<file path="src/verilog/fws_defines.vh">
// constants for the flash write-status host controller
// assumes a 16-bit parallel flash with toggle/polling status bits
`ifndef FWS_DEFINES_VH
`define FWS_DEFINES_VH
// apb register byte offsets
`define FWS_REG_CMD 12'h000
`define FWS_REG_ADDR 12'h004
`define FWS_REG_DATA 12'h008
`define FWS_REG_STAT 12'h00c
`define FWS_REG_RDAT 12'h010
// command codes written to the command register
`define FWS_OP_PROG 3'h1
`define FWS_OP_SERASE 3'h2
`define FWS_OP_CERASE 3'h3
`define FWS_OP_SUSP 3'h4
`define FWS_OP_RESET 3'h5
`define FWS_OP_READ 3'h6
// status bit positions on the flash data bus
`define FWS_DQ_POLL 7
`define FWS_DQ_TOG1 6
`define FWS_DQ_TLIM 5
`define FWS_DQ_ETMR 3
`define FWS_DQ_TOG2 2
// flash command bytes
`define FWS_FC_UNLK1 16'h00aa
`define FWS_FC_UNLK2 16'h0055
`define FWS_FC_PROG 16'h00a0
`define FWS_FC_ERS 16'h0080
`define FWS_FC_SECT 16'h0030
`define FWS_FC_CHIP 16'h0010
`define FWS_FC_SUSP 16'h00b0
`define FWS_FC_RST 16'h00f0
`define FWS_UA1 22'h000555
`define FWS_UA2 22'h0002aa
// strobe phase length in clocks (4 ns each)
`define FWS_PH_NS 40
`define FWS_PH_CYC ((`FWS_PH_NS + 3) / 4)
`endif
</file>
<file path="src/verilog/fws_ctrl.v">
// host controller that drives a parallel flash and reports write status
// assumes flash pins synchronous to clk; software uses apb registers
// Function
// - host issues reset after time-limit failure
// - fast hosts may skip timer monitoring
// - confirm acceptance before reading timer flag
// - check timer flag before and after
// - host gives valid address for status
//
// Chosen here: the register addresses and the APB register port.
`timescale 1ns/1ps
`include "fws_defines.vh"
module fws_ctrl #(
  parameter AW = 22,
  parameter PH = `FWS_PH_CYC
) (
  // clock and reset
  input wire clk,
  input wire reset,
  // apb slave
  input wire psel,
  input wire penable,
  input wire pwrite,
  input wire [11:0] paddr,
  input wire [31:0] pwdata,
  output reg [31:0] prdata,
  output reg pready,
  output reg pslverr,
  // flash pins
  output reg [AW-1:0] fl_addr,
  output reg [15:0] fl_dq_out,
  output reg fl_dq_oe,
  input wire [15:0] fl_dq_in,
  output reg fl_ce_n,
  output reg fl_oe_n,
  output reg fl_we_n,
  input wire ready_busy_output
);
  // sequencer states
  // write and read each run setup, strobe-low and end phases
  localparam S_IDLE = 3'h0;
  localparam S_WSET = 3'h1;
  localparam S_WLOW = 3'h2;
  localparam S_WEND = 3'h3;
  localparam S_RSET = 3'h4;
  localparam S_RLOW = 3'h5;
  localparam S_REND = 3'h6;
  // sequencer state and counters
  reg [2:0] st_q;
  reg [7:0] cnt_q; // phase counter
  reg [2:0] nwr_q; // writes left in sequence
  reg [2:0] op_q; // active command
  reg [AW-1:0] addr_q; // software target address
  reg [15:0] data_q; // software program data
  reg [15:0] rdat_q; // last read word
  reg [15:0] prev_q; // previous word read from the flash
  reg prev_ok_q; // prev_q holds a word read since the last write sequence
  reg busy_q; // sequencer running
  reg tog1_q; // toggle_bit_one toggled on last pair
  reg tog2_q; // toggle_bit_two toggled
  reg tlim_q; // sticky timing_limit_flag seen
  reg etmr_q; // erase_timer_flag last seen
  reg rej_q; // extra sector may have been rejected
  reg ebusy_q; // erase in progress from host view
  reg pre_etmr_q; // timer flag sampled before extra sector
  // one word of each multi-write command
  // the unlock pair leads every program and erase sequence
  reg [AW-1:0] sa;
  reg [15:0] sd;
  always @* begin
    sa = `FWS_UA1;
    sd = `FWS_FC_UNLK1;
    case (op_q)
      `FWS_OP_PROG: begin
        case (nwr_q)
          3'h4: begin sa = `FWS_UA1; sd = `FWS_FC_UNLK1; end
          3'h3: begin sa = `FWS_UA2; sd = `FWS_FC_UNLK2; end
          3'h2: begin sa = `FWS_UA1; sd = `FWS_FC_PROG; end
          default: begin sa = addr_q; sd = data_q; end
        endcase
      end
      `FWS_OP_SERASE, `FWS_OP_CERASE: begin
        case (nwr_q)
          3'h6: begin sa = `FWS_UA1; sd = `FWS_FC_UNLK1; end
          3'h5: begin sa = `FWS_UA2; sd = `FWS_FC_UNLK2; end
          3'h4: begin sa = `FWS_UA1; sd = `FWS_FC_ERS; end
          3'h3: begin sa = `FWS_UA1; sd = `FWS_FC_UNLK1; end
          3'h2: begin sa = `FWS_UA2; sd = `FWS_FC_UNLK2; end
          default: begin
            // chip erase has no sector timer
            sa = (op_q == `FWS_OP_SERASE) ? addr_q : `FWS_UA1;
            sd = (op_q == `FWS_OP_SERASE) ? `FWS_FC_SECT : `FWS_FC_CHIP;
          end
        endcase
      end
      `FWS_OP_SUSP: begin sa = addr_q; sd = `FWS_FC_SUSP; end
      default: begin sa = addr_q; sd = `FWS_FC_RST; end
    endcase
  end
  // apb access decode
  // pready high marks the answer cycle, so it blocks a second take
  wire acc = psel && penable && !pready;
  wire wr_cmd = acc && pwrite && (paddr == `FWS_REG_CMD);
  // command code sits in the low bits of the write word
  wire [2:0] new_op = pwdata[2:0];
  // write-count per op
  reg [2:0] nwr_d;
  always @* begin
    case (new_op)
      `FWS_OP_PROG: nwr_d = 3'h4;
      `FWS_OP_SERASE: nwr_d = 3'h6;
      `FWS_OP_CERASE: nwr_d = 3'h6;
      // reads and single-word commands take one pass
      default: nwr_d = 3'h1;
    endcase
  end
  // flash data pins, already synchronous to clk
  wire [15:0] dq = fl_dq_in;
  // a word counts as status after a command, or while the flash pin says busy;
  // a plain read of a ready flash returns array data, which must not touch tlim_q, etmr_q or rej_q
  wire st_read = (op_q != `FWS_OP_READ) || !ready_busy_output;
  // apb slave: one-wait answer, busy refusal via pslverr
  always @(posedge clk) begin
    if (reset) begin
      // bus side idle after reset
      prdata <= 32'h0;
      pready <= 1'b0;
      pslverr <= 1'b0;
      addr_q <= {AW{1'b0}};
      data_q <= 16'h0;
    end else begin
      // every access answers after exactly one wait state
      pready <= acc;
      pslverr <= 1'b0;
      prdata <= 32'h0;
      // writes land on the first access edge
      if (acc && pwrite) begin
        if (paddr == `FWS_REG_ADDR)
          addr_q <= pwdata[AW-1:0];
        else if (paddr == `FWS_REG_DATA)
          data_q <= pwdata[15:0];
        else if (paddr == `FWS_REG_CMD)
          pslverr <= busy_q; // busy sequencer refuses new command
        else
          pslverr <= 1'b1;
      end else if (acc) begin
        // reads register their data for the ready cycle
        case (paddr)
          `FWS_REG_ADDR: prdata <= {{(32-AW){1'b0}}, addr_q};
          `FWS_REG_DATA: prdata <= {16'h0, data_q};
          `FWS_REG_RDAT: prdata <= {16'h0, rdat_q};
          `FWS_REG_STAT: prdata <= {24'h0, ebusy_q, rej_q, tog2_q, etmr_q, tlim_q,
            tog1_q, !ready_busy_output, busy_q};
          default: pslverr <= 1'b1;
        endcase
      end
    end
  end
  // flash strobe sequencer
  always @(posedge clk) begin
    if (reset) begin
      // sequencer parked
      st_q <= S_IDLE;
      cnt_q <= 8'h0;
      nwr_q <= 3'h0;
      op_q <= 3'h0;
      busy_q <= 1'b0;
      // flash pins parked, all strobes high
      fl_addr <= {AW{1'b0}};
      fl_dq_out <= 16'h0;
      fl_dq_oe <= 1'b0;
      fl_ce_n <= 1'b1;
      fl_oe_n <= 1'b1;
      fl_we_n <= 1'b1;
      // status history forgotten
      rdat_q <= 16'h0;
      prev_q <= 16'h0;
      prev_ok_q <= 1'b0;
      tog1_q <= 1'b0;
      tog2_q <= 1'b0;
      tlim_q <= 1'b0;
      etmr_q <= 1'b0;
      rej_q <= 1'b0;
      ebusy_q <= 1'b0;
      pre_etmr_q <= 1'b0;
    end else begin
      // one state per strobe phase
      case (st_q)
        S_IDLE: begin
          // wait for a command write from software
          fl_ce_n <= 1'b1;
          if (wr_cmd && !busy_q) begin
            busy_q <= 1'b1;
            op_q <= new_op;
            nwr_q <= nwr_d;
            cnt_q <= 8'h0;
            if (new_op == `FWS_OP_READ) begin
              st_q <= S_RSET;
            end else begin
              st_q <= S_WSET;
              // timer flag before an extra sector
              if (new_op == `FWS_OP_SERASE)
                pre_etmr_q <= etmr_q && ebusy_q;
              if (new_op == `FWS_OP_RESET) begin
                tlim_q <= 1'b0; // failure cleared by reset command
                ebusy_q <= 1'b0;
                prev_ok_q <= 1'b0;
              end
            end
          end else begin
            // nothing pending: report idle
            busy_q <= 1'b0;
          end
        end
        S_WSET: begin
          // address and data settle one clock before the strobe falls
          fl_addr <= sa;
          fl_dq_out <= sd;
          fl_dq_oe <= 1'b1;
          fl_ce_n <= 1'b0;
          cnt_q <= 8'h0;
          st_q <= S_WLOW;
        end
        S_WLOW: begin
          // write strobe low for PH+1 clocks
          fl_we_n <= 1'b0;
          cnt_q <= cnt_q + 8'h1;
          if (cnt_q == PH[7:0])
            st_q <= S_WEND;
        end
        S_WEND: begin
          // strobe rises; the last word ends the sequence
          fl_we_n <= 1'b1;
          nwr_q <= nwr_q - 3'h1;
          if (nwr_q == 3'h1) begin
            fl_dq_oe <= 1'b0;
            prev_ok_q <= 1'b0;
            if (op_q == `FWS_OP_SERASE || op_q == `FWS_OP_CERASE)
              ebusy_q <= 1'b1;
            // acceptance is confirmed by a following status read, except after a reset command
            st_q <= (op_q == `FWS_OP_RESET) ? S_IDLE : S_RSET;
            op_q <= (op_q == `FWS_OP_RESET) ? op_q : op_q;
          end else begin
            st_q <= S_WSET;
          end
          cnt_q <= 8'h0;
        end
        S_RSET: begin
          // release the data bus before the read strobe falls
          fl_addr <= addr_q; // valid status address
          fl_dq_oe <= 1'b0;
          fl_ce_n <= 1'b0;
          cnt_q <= 8'h0;
          st_q <= S_RLOW;
        end
        S_RLOW: begin
          // read strobe low long enough for the flash access time
          fl_oe_n <= 1'b0;
          cnt_q <= cnt_q + 8'h1;
          if (cnt_q == PH[7:0])
            st_q <= S_REND;
        end
        default: begin
          // sample word at end of read strobe
          fl_oe_n <= 1'b1;
          rdat_q <= dq;
          prev_q <= dq;
          prev_ok_q <= 1'b1;
          st_q <= S_IDLE;
          busy_q <= 1'b0;
          // a broken history must not fake a toggle
          if (prev_ok_q) begin
            // busy reads show toggling bit six
            tog1_q <= dq[`FWS_DQ_TOG1] ^ prev_q[`FWS_DQ_TOG1];
            // erasing sectors toggle bit two
            tog2_q <= dq[`FWS_DQ_TOG2] ^ prev_q[`FWS_DQ_TOG2];
          end
          if (st_read) begin
            // sticky failure flag
            if (dq[`FWS_DQ_TLIM])
              tlim_q <= 1'b1;
            // timer flag watched on every status read, no fast-host shortcut
            etmr_q <= dq[`FWS_DQ_ETMR];
            // after-check of extra sector
            if (op_q == `FWS_OP_SERASE)
              rej_q <= pre_etmr_q || (dq[`FWS_DQ_ETMR] && rej_q);
          end
          // polling bit one, or array data on a ready flash, ends erase
          if (ready_busy_output && !tlim_q && (dq[`FWS_DQ_POLL] || !st_read))
            ebusy_q <= 1'b0;
        end
      endcase
    end
  end
endmodule

</file>
<file path="config.mk">
export PLATFORM = sky130hd
export DESIGN_NAME = fws_ctrl
export DESIGN_NICKNAME = d
export VERILOG_FILES = /design/src/verilog/fws_ctrl.v
export VERILOG_INCLUDE_DIRS = /design/src /design/src/verilog
export SDC_FILE = /design/constraint.sdc
export NUM_CORES = 1
export LEC_CHECK = 0
export ABC_CLOCK_PERIOD_IN_PS = 3950
export BUFFER_PORTS_ARGS = -buffer_cell sky130_fd_sc_hd__buf_2
export CAP_MARGIN = 20
export CELL_PAD_IN_SITES_DETAIL_PLACEMENT = 0
export CELL_PAD_IN_SITES_GLOBAL_PLACEMENT = 2
export CORE_ASPECT_RATIO = 1.2
export CORE_MARGIN = 2
export CORE_UTILIZATION = 34
export DETAILED_ROUTE_END_ITERATION = 7
export PLACE_DENSITY_LB_ADDON = 0.3
export SYNTH_ARGS = -nofsm -noshare
export SYNTH_HDL_FRONTEND = slang
export SYNTH_SLANG_ARGS = --single-unit
export TNS_END_PERCENT = 1
</file>
<file path="constraint.sdc">
create_clock -name clk -period 3.95 [get_ports clk]
set_clock_uncertainty 0.05 [all_clocks]
set_input_delay 0.79 -clock clk [delete_from_list [all_inputs] [get_ports clk]]
set_output_delay 0.79 -clock clk [all_outputs]
set_load 0.01 [all_outputs]
</file>
==> impl_metrics.toml, run 1 <==
[status]
status = "finished, final reports clean"

[synth]
post-synth-top-area-fraction_pct = 44.7
yosysWarningCount = 0
ys_ff_latch = 146
ys_types = 66
synthTopCellsByCount = "146 x dfxtp_1, 109 x nor2_1, 77 x nand2_1"
avgSynthCellArea_um2 = 8.46
yosysMostFrequentCell = "dfxtp_1"
async_flop_share_pct = 0
syn_inst = 774
synth_area_leader_cell = "dfxtp_1"
synth_ff_type = "dfxtp_1"
ys_seq_area_share_pct = 44.7
synthTopCellsByArea = "dfxtp_1 45%, nor2_1 6.3%, mux2i_1 6.1%"
synthesis.area_mm2 = 0.00655
synth_edf_count = 0

[floorplan]
dieArea_mm2 = 0.0204
ios = 142
die_w_um = 131
start_util_pct = 34.7
core_area_mm2 = 0.0189
rows = 55
die_y_um = 156

[cells_and_area]
diodes = 0
nFillCells = 1981
finalNetCount = 950
syn_to_final_growth_pct = 21.2
final_layout_size_suffix_gt1_share_pct = 20.3
final_area_mm2 = 0.00793
finalCoreUtilization_pct = 42.1

[setup_path]
rrSetupSlack_ns = 1.16
crit_start = "nwr_q[0]"
critPathArrivalTime_ns = 3.06
crit_slowest_cell = "mux2i_1"
rr_endpoint = "fl_addr[9]"
rr_startpoint = "nwr_q[0]"
worstRegToRegCells = 7
crit_buf_inv = 1
cp_data_required_time_ns = 4.22
crit_fanout = 9
criticalPathCategory = "flop to flop"
cp.depth = 7
critPathCaptureType = "flop"
startpoint_type = "flop"
cpPeakStageDelay_ns = 0.56
path_delay_family = "compound AO/OA/AOI/OAI gates"
crit_end = "fl_addr[9]"
path_cells = "inv_1, ha_1, mux2i_1, nand2b_1, a21boi_0, o21ai_0, o221a_2"

[power_and_ir_drop]
irDropWorstVdd_mv = 0.283
power_density_mw_per_mm2 = 508
comb_power_share_pct = 17.4
p_sw_share_pct = 30.5
finalPower_w = 0.00403
pwr-share-seq_pct = 40.9
power_switching_w = 0.00123
power.internal_w = 0.00280
power_leakage_nw = 2.95
clkPwrFrac_pct = 41.7

[route]
dr.first_iter.drc_count = 465
vias = 6043
ant_nets = 0
wl_um = 20600
firstDrtPassIters = 5
post_drt_wl_per_cell_um = 18.0
drc = 0
via_per_inst = 5.29

[placed_design]
dp_hpwl_um = 14800
pre_cts_slack_ns = 0.926
io_buffer_count = 121
gp_congestion = 0.845
post_dp_cell_area_mm2 = 0.00733

[grt]
grt_busiest_layer = "met2"
grt_util_met1_pct = 25.4
grt_antenna_before_repair = 1
overflow = 0
grtUsageMet3_pct = 5.32
grt_pass1_wl_um = 32400
grt_util_met2_pct = 34.7
grt_usage_pct = 20.6
grt_max_degree = 79
grt_pass1_vias = 6062

[timing]
setup_viol = 0
fmax_mhz = 359
worstMarginPinSlew_ns = 0.916
timing.final.crit_share_pct = 70.6
tns_ns = 0
setup_ws_ns = 1.16
max-slew-margin-rel_pct = 38.8
min_period_ns = 2.79
hold_viol = 0
grt_setup_unrepaired = "no"
slew_viol_final = 0

[clock_tree]
post-cts-setup-buffers = 0
clock-sinks = 146
clock_path_buffers = 2
cts_root_buffer = "clkbuf_16"
cts_buffers = 17
hold_buffers = 0
cts.htree.levels = 4
cts.clk_slew.worst_paths_ns = 0.07
cts_tree = "built"
cts_resized = 0
clkLatencyLatePin_ns = 0.42

[hold_path]
hold_path_class = "flop to flop"
hold_path_depth = 2

[job]
maxCapViolations = 0
-- layout make-up --
type                       count  area, um^2  area share, %
multi-input combinational    557        3310           41.7
timing repair buffer         135         713           8.99
inverter                      17        63.8          0.804
sequential                   146        2920           36.8
tap                          256         320           4.04
clock buffer                  18         429           5.41
clock inverter                14         176           2.22
-- logic make-up after synthesis --
group,after synthesis,synth area share (%)
compound gates,214,21.6
xor+xnor,4,0.535
fa+ha+maj,10,1.91
buf+inv,80,5.33
flops,146,44.7
mux,40,6.12
other cells,1,0.0573
simple gates,279,19.8
-- how the worst min path moves through the flow --
stage	start	endpoint	slack [ns]
2_1_floorplan	rej_q	rej_q	0.39
3_3_place_gp	fl_dq_out[0]	fl_dq_out[0]	0.39
3_5_place_dp	fl_dq_out[2]	fl_dq_out[2]	0.40
4_1_cts	fl_dq_out[2]	fl_dq_out[2]	0.41
5_1_grt	fl_dq_out[0]	fl_dq_out[0]	0.42
6_report	fl_dq_out[0]	fl_dq_out[0]	0.41
-- layer usage --
metal	wire length (um)	vias up
li1	-	2952
met1	8950	2896
met2	10300	170
met3	1080	23
met4	283	2
met5	13	-
-- tightest hold or removal path, delay by kind of cell (launching register included) --
kind             cells  cell delay [ns]
AO/OA/AOI/OAI        1             0.05
flip-flops           1             0.31
AND/OR/NAND/NOR      1             0.05
-- state kept, by name, summed over array words and instances (netlist names), 3 cells and up --
| register | count |
|---|---|
| cnt_q | 8 |
| addr_q | 22 |
| prdata | 22 |
| data_q | 16 |
| nwr_q | 3 |
| fl_addr | 22 |
| fl_dq_out | 16 |
| op_q | 3 |
| prev_q | 16 |
| st_q | 3 |
-- cells in the final DEF (no fill, tap or decap), types with 10 or more instances in the layout --
cell type and n:
and2_1 10, clkbuf_16 17, nor2_1 109, ha_1 10, a211oi_1 10, nand3_1 16, conb_1 10, a22oi_1 38
nand2_1 77, inv_1 15, mux2i_1 40, nor3_1 12, buf_2 120, buf_4 15, a21oi_1 70, o21ai_0 28
dfxtp_1 146
-- metrics by stage --
stage | hold WS [ns] | std cells
2_1_floorplan | 0.388 | 783
3_3_place_gp | 0.393 | 1111
3_5_place_dp | 0.399 | 1111
4_1_cts | 0.408 | 1143
5_1_grt | 0.418 | 1143
6_report | 0.405 | 1143
-- power groups by stage --
stage	clock [W]	sequential, W	combinational [W]
6_report	0.00168	0.00165	0.000702
5_1_grt	0.00178	0.00167	0.000778
4_1_cts	0.00170	0.00165	0.000704
3_5_place_dp	0	0.00168	0.000704
3_3_place_gp	0	0.00168	0.000693
2_1_floorplan	0	0.00167	0.000460
(Power assumes the default switching activity.)
==> inputs of run 2 (changes only) <==
--- a/config.mk
+++ b/config.mk
@@ -6,14 +6,14 @@
 export SDC_FILE = /design/constraint.sdc
 export NUM_CORES = 1
 export LEC_CHECK = 0
-export ABC_CLOCK_PERIOD_IN_PS = 3950
+export ABC_CLOCK_PERIOD_IN_PS = 2700
 export BUFFER_PORTS_ARGS = -buffer_cell sky130_fd_sc_hd__buf_2
 export CAP_MARGIN = 20
 export CELL_PAD_IN_SITES_DETAIL_PLACEMENT = 0
 export CELL_PAD_IN_SITES_GLOBAL_PLACEMENT = 2
 export CORE_ASPECT_RATIO = 1.2
 export CORE_MARGIN = 2
-export CORE_UTILIZATION = 34
+export CORE_UTILIZATION = 32
 export DETAILED_ROUTE_END_ITERATION = 7
 export PLACE_DENSITY_LB_ADDON = 0.3
 export SYNTH_ARGS = -nofsm -noshare
==> constraint.sdc (replaced) <==
create_clock -name clk -period 2.7 [get_ports clk]
set_clock_uncertainty 0.05 [all_clocks]
set_input_delay 0.54 -clock clk [delete_from_list [all_inputs] [get_ports clk]]
set_output_delay 0.54 -clock clk [all_outputs]
set_load 0.01 [all_outputs]
==> run 2 against run 1 <==
Against the previous run:
- core utilization fell by 1.8 points
- global-route usage fell by 0.17 points
- flip-flop and latch count did not move
- clock-buffer cell count did not move
- largest power group is now registers
- highest routed layer is now met4
==> impl_metrics.toml, run 2 (same netlist as run 1, synthesis figures left out) <==
[grt]
grt_pass1_vias = 6332
grt_pass1_wl_um = 34400
overflow = 0
grt_antenna_before_repair = 0
grt_usage_pct = 20.4
grt_max_degree = 45

[hold_path]
hp-start = "fl_dq_in[13]"
hold_path_class = "primary input to flop"
holdPathEnd = "prev_q[13]"
hold_path_depth = 3

[clock_tree]
cts_tree = "built"
cts_buffers = 17
cts_root_buffer = "clkbuf_16"
cts_resized = 0
hold_buffers = 0
clock_path_buffers = 2
clock-sinks = 146
cts.htree.levels = 4
cts.clk_slew.worst_paths_ns = 0.07
clkLatencyLatePin_ns = 0.43
post-cts-setup-buffers = 0

[status]
status = "finished, final reports clean"

[placed_design]
dp_hpwl_um = 15800
dp_cells = 1146
io_buffer_count = 121
gp_congestion = 0.833

[route]
firstDrtPassIters = 5
via_per_inst = 5.24
ant_nets = 0
vias = 6176
dr.first_iter.drc_count = 370
drc = 0
wl_um = 21500
post_drt_wl_per_cell_um = 18.2

[setup_path]
rr_startpoint = "op_q[0]"
startpoint_type = "flop"
rr_endpoint = "fl_addr[7]"
critPathArrivalTime_ns = 2.73
crit_fanout = 10
worstRegToRegCells = 5
criticalPathCategory = "flop to flop"
critPathCaptureType = "flop"
cp_data_required_time_ns = 3.02
rrSetupSlack_ns = 0.29

[timing]
fmax_mhz = 415
slew_viol_final = 0
grt_setup_unrepaired = "no"
tns_ns = 0
hold_viol = 0
timing.final.crit_share_pct = 89.2
min_period_ns = 2.41
worstMarginPinSlew_ns = 0.686
max-slew-margin-rel_pct = 53.8
setup_viol = 0

[power_and_ir_drop]
power_leakage_nw = 3.06
power_density_mw_per_mm2 = 714
finalPower_w = 0.00580
irDropWorstVdd_mv = 0.394

[floorplan]
start_util_pct = 32.4
die_y_um = 161
rows = 57
core_area_mm2 = 0.0202
ios = 142
die_w_um = 135
dieArea_mm2 = 0.0216

[cells_and_area]
final_cells = 1179
final_common_cell = "dfxtp_1"
finalNetCount = 976
final_layout_size_suffix_gt1_share_pct = 22.6
biggestRegsByFlops = "addr_q (22), fl_addr (22), prdata (22)"
layout_common_cells = "146 x dfxtp_1, 120 x buf_2, 109 x nor2_1"
syn_to_final_growth_pct = 24.1

[job]
maxCapViolations = 0
==> run 2: cell count changes in the layout (fill, tap and decap cells not counted), sizes merged <==
cell | before | now
inv | 20 | 22
bufinv | 3 | 0
clkinv | 6 | 7
diode | 0 | 1
buf | 135 | 161
==> run 2: worst max-delay path, cell delays in order (launching register included) <==
cell       delay [ns]
dfxtp_1          0.54
nor3b_1          0.54
o311a_1          0.32
a2111oi_0        0.08
a21oi_1          0.52
o221a_2          0.30
==> run 2: routing by layer <==
metal | part of all wire (%) | global-route usage (%) | up-vias
li1 | - | - | 2997
met1 | 42 | 24.6 | 2998
met2 | 51 | 35.7 | 154
met3 | 5.3 | 5.02 | 27
met4 | 1.4 | 6.22 | 0
met5 | 0 | 0 | -
==> run 2: where the power goes <==
| group | internal, W | switching [W] |
|---|---|---|
| registers | 0.00228 | 0.000114 |
| clock network | 0.00121 | 0.00103 |
| logic | 0.000455 | 0.000713 |
==> run 2: worst max path at each step <==
stage                  start          to  slack (ns)  cells past startpoint
CTS                  op_q[0]  fl_addr[7]        0.31                      5
floorplan           paddr[6]  data_q[13]        0.09                      7
global placement    paddr[6]   prdata[4]        0.09                      7
finish               op_q[0]  fl_addr[7]        0.29                      5
detailed placement  paddr[6]    cnt_q[7]        0.03                      6
global route        nwr_q[0]  fl_addr[1]        0.08                      7
==> run 2: final cells by class <==
| type | count | area (um^2) |
|---|---|---|
| Antenna cell | 1 | 2.50 |
| Clock buffer | 18 | 429 |
| Clock inverter | 14 | 123 |
| Fill cell | 2098 | 12100 |
| Inverter | 17 | 63.8 |
| Multi-Input combinational cell | 557 | 3310 |
| Sequential cell | 146 | 2920 |
| Tap cell | 265 | 332 |
| Timing Repair Buffer | 161 | 946 |
==> run 2: metrics by stage <==
stage	worst slack [ns]	utilization, %	hold slack [ns]	cell area, um^2
after floorplan	0.0877	-	0.388	6580
after global placement	0.0912	37.5	0.392	7570
after detailed placement	0.0321	37.5	0.396	7570
after CTS	0.313	40.2	0.286	8120
after global routing	0.0750	40.2	0.301	8120
final	0.291	40.3	0.302	8130
